--- config.mk ---
export PLATFORM = sky130hd
export DESIGN_NAME = disk_ctrl_host_port
export DESIGN_NICKNAME = d
export VERILOG_FILES = /design/src/disk_port_pkg.sv /design/src/byte_fifo.sv /design/src/disk_ctrl_host_port.sv
export SDC_FILE = /design/constraint.sdc
export NUM_CORES = 1
export LEC_CHECK = 0
export ABC_AREA = 1
export BUFFER_PORTS_ARGS = -buffer_cell sky130_fd_sc_hd__buf_2
export CORE_UTILIZATION = 38
export CTS_CLUSTER_DIAMETER = 120
export CTS_CLUSTER_SIZE = 24
export DETAILED_ROUTE_END_ITERATION = 12
export GPL_ROUTABILITY_DRIVEN = 0
export HOLD_SLACK_MARGIN = 0.05
export PLACE_DENSITY_LB_ADDON = 0.25
export SLEW_MARGIN = 20
export SYNTH_ARGS = -nofsm -noshare
export SYNTH_HDL_FRONTEND = slang
export SYNTH_HIERARCHICAL = 1
export SYNTH_SLANG_ARGS = --single-unit
--- constraint.sdc ---
create_clock -name i_ref_clk -period 2.9 [get_ports i_ref_clk]
set_clock_uncertainty 0.1 [all_clocks]
set_input_delay 0.58 -clock i_ref_clk [delete_from_list [all_inputs] [get_ports i_ref_clk]]
set_output_delay 0.58 -clock i_ref_clk [all_outputs]
set_load 0.02 [all_outputs]
--- src/disk_port_pkg.sv ---
// Constants and carrier types for the disk controller host port.
// Assumes byte-wide I/O at four consecutive port locations.
package disk_port_pkg;

  // ==========================================================
  // Port locations
  localparam logic [9:0] PORT_DATA   = 10'h320;
  localparam logic [9:0] PORT_STATUS = 10'h321;
  localparam logic [9:0] PORT_CONFIG = 10'h322;
  localparam logic [9:0] PORT_MASK   = 10'h323;

  // ==========================================================
  // Field positions
  localparam int ST_IRQ  = 5;
  localparam int ST_DMA  = 4;
  localparam int ST_BUSY = 3;
  localparam int ST_CD   = 2;
  localparam int ST_IO   = 1;
  localparam int ST_REQ  = 0;
  localparam int MK_IRQ  = 1;
  localparam int MK_DMA  = 0;
  localparam int CB_LUN  = 5;
  localparam int CB_ERR  = 1;

  // ==========================================================
  // Fixed values
  localparam logic [1:0] STATUS_ONES = 2'h3;
  localparam logic [3:0] CONFIG_ONES = 4'hF;
  localparam logic [7:0] MASK_RESET  = 8'h00;
  localparam logic [7:0] BYTE_ZERO   = 8'h00;
  localparam logic [3:0] CMD_LEN_SHORT = 4'h6;
  localparam logic [3:0] CMD_LEN_LONG  = 4'hA;
  localparam logic [2:0] LONG_CLASS    = 3'h1;

  // ==========================================================
  // Sequencer states
  typedef enum logic [2:0] {
    ST_RESET  = 3'b000,
    ST_IDLE   = 3'b001,
    ST_SELECT = 3'b010,
    ST_CMD    = 3'b011,
    ST_DATA   = 3'b100,
    ST_STAT   = 3'b101
  } phase_e;

  // Host bus access
  typedef struct packed {
    logic       rd;
    logic       wr;
    logic [9:0] addr;
    logic [7:0] wdata;
  } host_req_s;

  // Back-end job description
  typedef struct packed {
    logic        to_host;
    logic [15:0] count;
    logic        lun;
    logic        error;
  } job_s;

endpackage

--- src/byte_fifo.sv ---
// Small synchronous FIFO with valid/ready on both sides.
// Assumes one clock and synchronous active-high reset.
module byte_fifo #(
  parameter int WIDTH = 8,
  parameter int DEPTH = 4
) (
  // Clock and reset
  input  wire logic             i_ref_clk,
  input  wire logic             i_srst,
  // Fill side
  input  wire logic             i_in_valid,
  input  wire logic [WIDTH-1:0] i_in_data,
  output logic                  o_in_ready,
  // Drain side
  output logic                  o_out_valid,
  output logic [WIDTH-1:0]      o_out_data,
  input  wire logic             i_out_ready
);
  localparam int AW = $clog2(DEPTH);

  logic [WIDTH-1:0] mem_r [DEPTH];
  logic [AW-1:0]    wr_ptr_r;
  logic [AW-1:0]    rd_ptr_r;
  logic [AW:0]      count_r;
  logic             push;
  logic             pop;

  assign push        = i_in_valid && o_in_ready;
  assign pop         = o_out_valid && i_out_ready;
  assign o_in_ready  = (count_r != (AW+1)'(DEPTH));
  assign o_out_valid = (count_r != '0);
  assign o_out_data  = mem_r[rd_ptr_r];

  always_ff @(posedge i_ref_clk)
  begin
    if (push)
    begin
      mem_r[wr_ptr_r] <= i_in_data;
    end
  end

  always_ff @(posedge i_ref_clk)
  begin
    if (i_srst)
    begin
      wr_ptr_r <= '0;
      rd_ptr_r <= '0;
      count_r  <= '0;
    end
    else
    begin
      if (push)
      begin
        wr_ptr_r <= (wr_ptr_r == AW'(DEPTH - 1)) ? '0 : wr_ptr_r + 1'b1;
      end
      if (pop)
      begin
        rd_ptr_r <= (rd_ptr_r == AW'(DEPTH - 1)) ? '0 : rd_ptr_r + 1'b1;
      end
      count_r <= count_r + (AW+1)'(push) - (AW+1)'(pop);
    end
  end
endmodule

--- src/disk_ctrl_host_port.sv ---
// Host port of the disk controller: four byte ports, handshake status,
// six-phase sequencer, PIO and DMA byte moves, completion byte.
// Assumes bus strobes are single-cycle and synchronous to i_ref_clk.
module disk_ctrl_host_port #(
  parameter int FIFO_DEPTH = 4
) (
  // Clock and reset
  input  wire logic                   i_ref_clk,
  input  wire logic                   i_srst,
  // Host I/O bus
  input  wire disk_port_pkg::host_req_s i_host,
  output logic [7:0]                  o_rdata,
  // DMA handshake and interrupt
  output logic                        o_drq,
  input  wire logic                   i_dack,
  input  wire logic [7:0]             i_dma_wdata,
  output logic                        o_irq,
  // Drive jumpers
  input  wire logic [3:0]             i_config_jumper,
  // Back end: job from command decoder
  input  wire logic                   i_job_valid,
  input  wire disk_port_pkg::job_s    i_job,
  // Back end: command bytes out
  output logic                        o_cmd_valid,
  output logic [7:0]                  o_cmd_byte,
  // Back end: host-to-device data
  output logic                        o_wr_valid,
  output logic [7:0]                  o_wr_data,
  input  wire logic                   i_wr_ready,
  // Back end: device-to-host data
  input  wire logic                   i_rd_valid,
  input  wire logic [7:0]             i_rd_data,
  output logic                        o_rd_ready,
  // Phase view
  output disk_port_pkg::phase_e       o_phase
);

  // ==========================================================
  // Decode
  logic       reset_hit;
  logic       select_hit;
  logic       data_wr;
  logic       data_rd;
  logic       mask_wr;
  logic       dack_hit;
  logic       byte_done;

  assign reset_hit  = i_host.wr && (i_host.addr == disk_port_pkg::PORT_STATUS);
  assign select_hit = i_host.wr && (i_host.addr == disk_port_pkg::PORT_CONFIG);
  assign data_wr    = i_host.wr && (i_host.addr == disk_port_pkg::PORT_DATA);
  assign data_rd    = i_host.rd && (i_host.addr == disk_port_pkg::PORT_DATA);
  assign mask_wr    = i_host.wr && (i_host.addr == disk_port_pkg::PORT_MASK);

  // ==========================================================
  // State
  disk_port_pkg::phase_e phase_r;
  logic [7:0]  mask_r;
  logic        busy_r;
  logic        cd_r;
  logic        io_r;
  logic        req_r;
  logic        irq_r;
  logic        drq_r;
  logic [3:0]  cmd_cnt_r;
  logic [3:0]  cmd_len_r;
  logic [15:0] data_cnt_r;
  logic [7:0]  data_in_r;
  logic        lun_r;
  logic        err_r;
  logic        job_wait_r;
  logic [7:0]  cmd_byte_r;
  logic        cmd_valid_r;
  logic [7:0]  rdata_r;

  wire soft_reset = i_srst || reset_hit;
  wire dma_mode   = mask_r[disk_port_pkg::MK_DMA];
  wire irq_en     = mask_r[disk_port_pkg::MK_IRQ];

  // Fifo toward back end for host-to-device data
  logic       fifo_in_valid;
  logic       fifo_in_ready;
  logic [7:0] fifo_in_data;

  assign dack_hit  = drq_r && i_dack;
  assign byte_done = dma_mode ? dack_hit : (req_r && (io_r ? data_rd : data_wr));
  assign fifo_in_valid = (phase_r == disk_port_pkg::ST_DATA) && !io_r && byte_done;
  assign fifo_in_data  = dma_mode ? i_dma_wdata : i_host.wdata;
  assign o_rd_ready    = (phase_r == disk_port_pkg::ST_DATA) && io_r && byte_done;

  byte_fifo #(
    .WIDTH (8),
    .DEPTH (FIFO_DEPTH)
  ) u_wr_fifo (
    .i_ref_clk   (i_ref_clk),
    .i_srst      (soft_reset),
    .i_in_valid  (fifo_in_valid),
    .i_in_data   (fifo_in_data),
    .o_in_ready  (fifo_in_ready),
    .o_out_valid (o_wr_valid),
    .o_out_data  (o_wr_data),
    .i_out_ready (i_wr_ready)
  );
  // Byte is ready to move: fifo space for writes, source data for reads
  wire data_avail = io_r ? i_rd_valid : fifo_in_ready;

  // ==========================================================
  // Mask register
  always_ff @(posedge i_ref_clk)
  begin
    if (soft_reset)
    begin
      mask_r <= disk_port_pkg::MASK_RESET;
    end
    else if (mask_wr)
    begin
      mask_r <= i_host.wdata;
    end
  end

  // ==========================================================
  // Sequencer
  always_ff @(posedge i_ref_clk)
  begin
    if (soft_reset)
    begin
      phase_r    <= disk_port_pkg::ST_RESET;
      cmd_cnt_r  <= '0;
      cmd_len_r  <= disk_port_pkg::CMD_LEN_SHORT;
      data_cnt_r <= '0;
      job_wait_r <= 1'b0;
      lun_r      <= 1'b0;
      err_r      <= 1'b0;
    end
    else
    begin
      case (phase_r)
        disk_port_pkg::ST_RESET:
        begin
          phase_r <= disk_port_pkg::ST_IDLE;
        end
        disk_port_pkg::ST_IDLE:
        begin
          if (select_hit)
          begin
            phase_r <= disk_port_pkg::ST_SELECT;
          end
        end
        disk_port_pkg::ST_SELECT:
        begin
          cmd_cnt_r <= '0;
          phase_r   <= disk_port_pkg::ST_CMD;
        end
        disk_port_pkg::ST_CMD:
        begin
          if (req_r && data_wr)
          begin
            // First byte's class picks descriptor length
            if (cmd_cnt_r == '0)
            begin
              cmd_len_r <= (i_host.wdata[7:5] == disk_port_pkg::LONG_CLASS) ?
                           disk_port_pkg::CMD_LEN_LONG : disk_port_pkg::CMD_LEN_SHORT;
            end
            cmd_cnt_r <= cmd_cnt_r + 4'h1;
            if ((cmd_cnt_r != '0) && (cmd_cnt_r + 4'h1 == cmd_len_r))
            begin
              job_wait_r <= 1'b1;
            end
          end
          if (job_wait_r && i_job_valid)
          begin
            job_wait_r <= 1'b0;
            lun_r      <= i_job.lun;
            err_r      <= i_job.error;
            data_cnt_r <= i_job.count;
            phase_r    <= (i_job.count == '0) ? disk_port_pkg::ST_STAT
                                              : disk_port_pkg::ST_DATA;
          end
        end
        disk_port_pkg::ST_DATA:
        begin
          if (byte_done)
          begin
            data_cnt_r <= data_cnt_r - 16'h1;
            if (data_cnt_r == 16'h1)
            begin
              phase_r <= disk_port_pkg::ST_STAT;
            end
          end
        end
        disk_port_pkg::ST_STAT:
        begin
          if (data_rd)
          begin
            phase_r <= disk_port_pkg::ST_IDLE;
          end
        end
        default:
        begin
          phase_r <= disk_port_pkg::ST_RESET;
        end
      endcase
    end
  end

  // ==========================================================
  // Handshake flags
  always_ff @(posedge i_ref_clk)
  begin
    if (soft_reset)
    begin
      busy_r <= 1'b0;
      cd_r   <= 1'b0;
      io_r   <= 1'b0;
      req_r  <= 1'b0;
      irq_r  <= 1'b0;
      drq_r  <= 1'b0;
    end
    else
    begin
      case (phase_r)
        disk_port_pkg::ST_SELECT:
        begin
          busy_r <= 1'b1;
          cd_r   <= 1'b0;
        end
        disk_port_pkg::ST_CMD:
        begin
          if (req_r && data_wr)
          begin
            req_r <= 1'b0;
          end
          else if (!job_wait_r && !req_r)
          begin
            req_r <= 1'b1;
          end
          if (job_wait_r && i_job_valid)
          begin
            cd_r <= (i_job.count != '0);
            io_r <= i_job.to_host;
          end
        end
        disk_port_pkg::ST_DATA:
        begin
          if (byte_done)
          begin
            req_r <= 1'b0;
            drq_r <= 1'b0;
          end
          else if (data_avail && !req_r && !drq_r)
          begin
            req_r <= !dma_mode;
            drq_r <= dma_mode;
          end
        end
        disk_port_pkg::ST_STAT:
        begin
          // Completion read drops cd, io, busy, req and irq on the edge that leaves
          cd_r   <= !data_rd;
          io_r   <= !data_rd;
          busy_r <= !data_rd;
          req_r  <= irq_en && !data_rd;
          irq_r  <= irq_en && !data_rd;
        end
        default:
        begin
          req_r <= 1'b0;
          drq_r <= 1'b0;
        end
      endcase
    end
  end

  // ==========================================================
  // Data-in register
  always_ff @(posedge i_ref_clk)
  begin
    if (soft_reset)
    begin
      data_in_r <= disk_port_pkg::BYTE_ZERO;
    end
    else if (phase_r == disk_port_pkg::ST_STAT)
    begin
      data_in_r <= disk_port_pkg::BYTE_ZERO;
      data_in_r[disk_port_pkg::CB_LUN] <= lun_r;
      data_in_r[disk_port_pkg::CB_ERR] <= err_r;
    end
    else if (phase_r == disk_port_pkg::ST_DATA && io_r && data_avail && !req_r && !drq_r)
    begin
      data_in_r <= i_rd_data;
    end
  end

  // ==========================================================
  // Command byte pass-through
  always_ff @(posedge i_ref_clk)
  begin
    if (soft_reset)
    begin
      cmd_valid_r <= 1'b0;
      cmd_byte_r  <= disk_port_pkg::BYTE_ZERO;
    end
    else
    begin
      cmd_valid_r <= (phase_r == disk_port_pkg::ST_CMD) && req_r && data_wr;
      if ((phase_r == disk_port_pkg::ST_CMD) && req_r && data_wr)
      begin
        cmd_byte_r <= i_host.wdata;
      end
    end
  end

  // ==========================================================
  // Read mux, registered; answer one cycle after the read strobe
  function automatic logic [7:0] read_mux(input logic [9:0] a);
    case (a)
      disk_port_pkg::PORT_DATA:   read_mux = data_in_r;
      disk_port_pkg::PORT_STATUS: read_mux = {disk_port_pkg::STATUS_ONES,
                                              irq_r,
                                              drq_r && dma_mode,
                                              busy_r, cd_r, io_r, req_r};
      disk_port_pkg::PORT_CONFIG: read_mux = {disk_port_pkg::CONFIG_ONES,
                                              i_config_jumper};
      default:                    read_mux = disk_port_pkg::BYTE_ZERO;
    endcase
  endfunction

  always_ff @(posedge i_ref_clk)
  begin
    if (i_srst)
    begin
      rdata_r <= disk_port_pkg::BYTE_ZERO;
    end
    else if (i_host.rd)
    begin
      rdata_r <= read_mux(i_host.addr);
    end
  end

  assign o_rdata     = rdata_r;
  assign o_drq       = drq_r && dma_mode;
  assign o_irq       = irq_r;
  assign o_phase     = phase_r;
  assign o_cmd_valid = cmd_valid_r;
  assign o_cmd_byte  = cmd_byte_r;
endmodule

==> flow_metrics.tcl <==
set metrics [dict create \
    viasPerCell 4.882 \
    path_buf_inv 5 \
    root_buffer "clkbuf_16" \
    hold_viol_final 0 \
    power.density_nw_per_um2 775.1 \
    totalPowerFinal_mw 5.013 \
    grt_max_degree 35 \
    area_growth_pct 19.63 \
    fmax_mhz 374.5 \
    postRouteAntennaNets 0 \
    critPathMaxStageDelay_ns 0.35 \
    ctsHtreeMaxLevel 3 \
    rows 43 \
    path_cells "buf_2 -> nor2_2 -> nand2_2 -> nor2_4 -> nand4_1 -> nand2_1 -> nand3_2 -> nand2_1 -> inv_1 -> nor3_2 -> nand2_4 -> ha_1 -> inv_1 -> ha_1 -> inv_1 -> fa_1 -> inv_1 -> nand2_1 -> nand2_1 -> nor2_1" \
    netSwitchingFraction_pct 40.15 \
    pwr-share-comb_pct 39.2 \
    max-slew-margin-rel_pct 57.54 \
    crit_slowest_cell "fa_1" \
    pwr-share-clk_pct 24.6 \
    ioPinCount 97 \
    maxCapViolations 0 \
    cts_buffers 9 \
    wl_per_cell_um 13.50 \
    regToRegStartpoint "io_r" \
    num-fill-cells 1443 \
    ys.flop_type "dfxtp_1" \
    p_leak_nw 2.815 \
    cts_tree "done" \
    place_inst 973 \
    synth_cells 692 \
    start_util_pct 38.95 \
    path_delay_family "simple AND/OR/NAND/NOR gates" \
    r2r_setup_slack_ns 0.38 \
    drt_iter0_markers 272 \
    holdBufCountCts 0 \
    end_kind "flop" \
    required_ns 3.04 \
    reg2reg_depth 16 \
    drt_first_pass_iters 5 \
    antenna_found_initial 0 \
    tightestPinTransition_ns 0.6360 \
    status "complete, no violations" \
    final_net_count 882 \
    clock_sinks 102 \
    cell_internal_pwr_mw 3.000 \
    coreArea_um2 13880 \
    final_area_um2 6467 \
    cts.clk_slew.worst_paths_ns 0.07 \
    whs_ns 0.3671 \
    ir_worst_vdd_mv 0.4408 \
    portBuffers 96 \
    drc_errors 0 \
    die_x_um 121.3 \
    n_antenna_cell 0 \
    drv_slew 0 \
    switchingPower_mw 2.013 \
    finalSetupTns_ns 0 \
    vias 4828 \
    grt_pass1_vias 4358 \
    setup_viol_count_final 0 \
    holdPathStages 2 \
    hold_start "o_rdata[6]" \
    postCtsSetupRepairBufs 0 \
    yosysWarnings 6 \
    synthTopCellsByArea "dfxtp_1 (26%), edfxtp_1 (18%), nand2_1 (9.4%)" \
    avgSynthCellArea_um2 7.813 \
    postPlaceCellArea_um2 6168 \
    stdcell_count 989 \
    synth_top_area_cell "dfxtp_1" \
    crit_type "in -> reg" \
    wirelength_um 13360 \
    r2r_end "u_wr_fifo/count_r[2]" \
    grt_pass1_wl_um 21470 \
    period_share_pct 92.08 \
    synthesis.area_um2 5406 \
    synth_cell_types 48 \
    hold_end "o_rdata[6]" \
    fin_crit_ns 2.670 \
    seq_power_share_pct 36.2 \
    rsz0062_at_grt "no" \
    cts_resized 0 \
    synth_seq_cells 102 \
    grt-ovfl-total 0 \
    critPathLaunchType "input port" \
    synth_edf_count 32 \
    dieHeight_um 121.3 \
    async_reset_ff_share_pct 0 \
    clock_latency_ns 0.35 \
    cts_buffer_depth 2 \
    synth_fp_nets 770 \
    drive_gt1_share_pct 25.22 \
    hold_path_class "reg -> reg" \
    dp_hpwl_um 9991 \
    dieArea_um2 14710 \
    cp_max_fo 3 \
    ys_seq_area_share_pct 43.69 \
    grtUsageTotal_pct 18.59 \
    cp.arrival_ns 2.81 \
    synth.top_cell.area_share_pct 25.92 \
]
-- placed cells by master (no fill, tap or decap), types with 6 or more instances in the layout --
| master | Yosys | final |
|---|---|---|
| nand2_1 | 135 | 135 |
| nor2_1 | 109 | 109 |
| buf_2 | 4 | 96 |
| dfxtp_1 | 70 | 70 |
| inv_1 | 62 | 62 |
| o21ai_0 | 53 | 53 |
| a21oi_1 | 43 | 43 |
| nand3_1 | 33 | 33 |
| edfxtp_1 | 32 | 32 |
| buf_4 | 2 | 23 |
| inv_2 | 12 | 12 |
| nand4_1 | 12 | 12 |
| ha_1 | 12 | 12 |
| nand2_2 | 10 | 10 |
| a21oi_2 | 9 | 9 |
| o22ai_1 | 9 | 9 |
| clkbuf_16 | 0 | 9 |
| nor2_2 | 8 | 8 |
| nor2_4 | 6 | 6 |
-- routing by layer --
layer	global-route usage [%]	part of all wire (%)	up-vias
li1	-	-	2511
met1	25.95	49	2191
met2	29.23	44	115
met3	3.665	5.2	11
met4	4.630	1.0	0
met5	0	0	-
-- through the flow --
stage	worst slack (ns)	utilization, %
4_1_cts	0.2095	46.59
6_report	0.2298	46.59
2_1_floorplan	0.03463	-
3_5_place_dp	-0.1476	44.44
3_3_place_gp	-0.08097	44.44
5_1_grt	0.009146	46.59
-- synthesized netlist by cell type (2+ instances only) --
cell type,count
a21oi_1,43
a21oi_2,9
a31oi_1,5
buf_1,2
buf_2,4
buf_4,2
buf_6,4
clkbuf_1,5
dfxtp_1,70
edfxtp_1,32
ha_1,12
inv_1,62
inv_2,12
mux2i_1,2
nand2_1,135
nand2_2,10
nand2_4,3
nand3_1,33
nand3_2,5
nand3b_1,3
nand4_1,12
nor2_1,109
nor2_2,8
nor2_4,6
nor3_1,5
o211ai_1,5
o21ai_0,53
o21ai_2,5
o22ai_1,9
or2_2,3
xnor2_1,3
xor2_1,5
-- sequential cells by signal, indices dropped and copies added, names as in the netlist, 2 cells and up, named ones only --
register	count
o_cmd_byte	8
o_rdata	8
mask_r	2
cmd_len_r	2
u_wr_fifo/wr_ptr_r	2
o_phase	3
cmd_cnt_r	4
data_cnt_r	16
u_wr_fifo/rd_ptr_r	2
data_in_r	8
u_wr_fifo/mem_r	32
u_wr_fifo/count_r	3
-- cells by family after synthesis --
logic type	Yosys count	synth area share, %
AO/OA/AOI/OAI	137	15.30
XOR/XNOR	8	1.296
adder cells (fa/ha/maj)	13	3.147
buffers and inverters	93	7.498
flip-flops	102	43.69
multiplexers	2	0.3703
AND/OR/NAND/NOR	337	28.70
-- tightest hold or removal path: stages, from the launching register on --
cell and delay, ns:
dfxtp_1 0.31, nand2_1 0.06, a21oi_1 0.05
-- area by class of cell --
| cell class | count | area, um^2 | share of cell area, % |
|---|---|---|---|
| sequential | 102 | 2362 | 36.53 |
| tap | 180 | 225.2 | 3.482 |
| multi-input combinational | 497 | 2644 | 40.88 |
| clock buffer | 10 | 229.0 | 3.540 |
| clock inverter | 6 | 70.07 | 1.083 |
| inverter | 75 | 284.0 | 4.392 |
| timing repair buffer | 119 | 653.1 | 10.10 |
-- how the worst max path moves through the flow --
stage	start	end	slack, ns	cells past startpoint
floorplan	i_host[15]	u_wr_fifo/count_r[2]	0.03	19
global placement	i_host[15]	u_wr_fifo/count_r[2]	-0.08	20
detailed placement	i_host[15]	u_wr_fifo/count_r[2]	-0.15	20
CTS	i_host[15]	u_wr_fifo/count_r[2]	0.21	20
global route	i_host[15]	u_wr_fifo/count_r[2]	0.009	20
finish	i_host[15]	u_wr_fifo/count_r[2]	0.23	20
-- power by group through the flow --
stage               clock network (mW)  registers [mW]  logic [mW]
floorplan                            0            1.81        1.52
global placement                     0            1.85        1.95
detailed placement                   0            1.85        1.96
CTS                               1.26            1.81        1.97
global route                      1.32            1.84        2.24
finish                            1.23            1.82        1.97
Note: power is estimated with default switching activity, not from simulation.
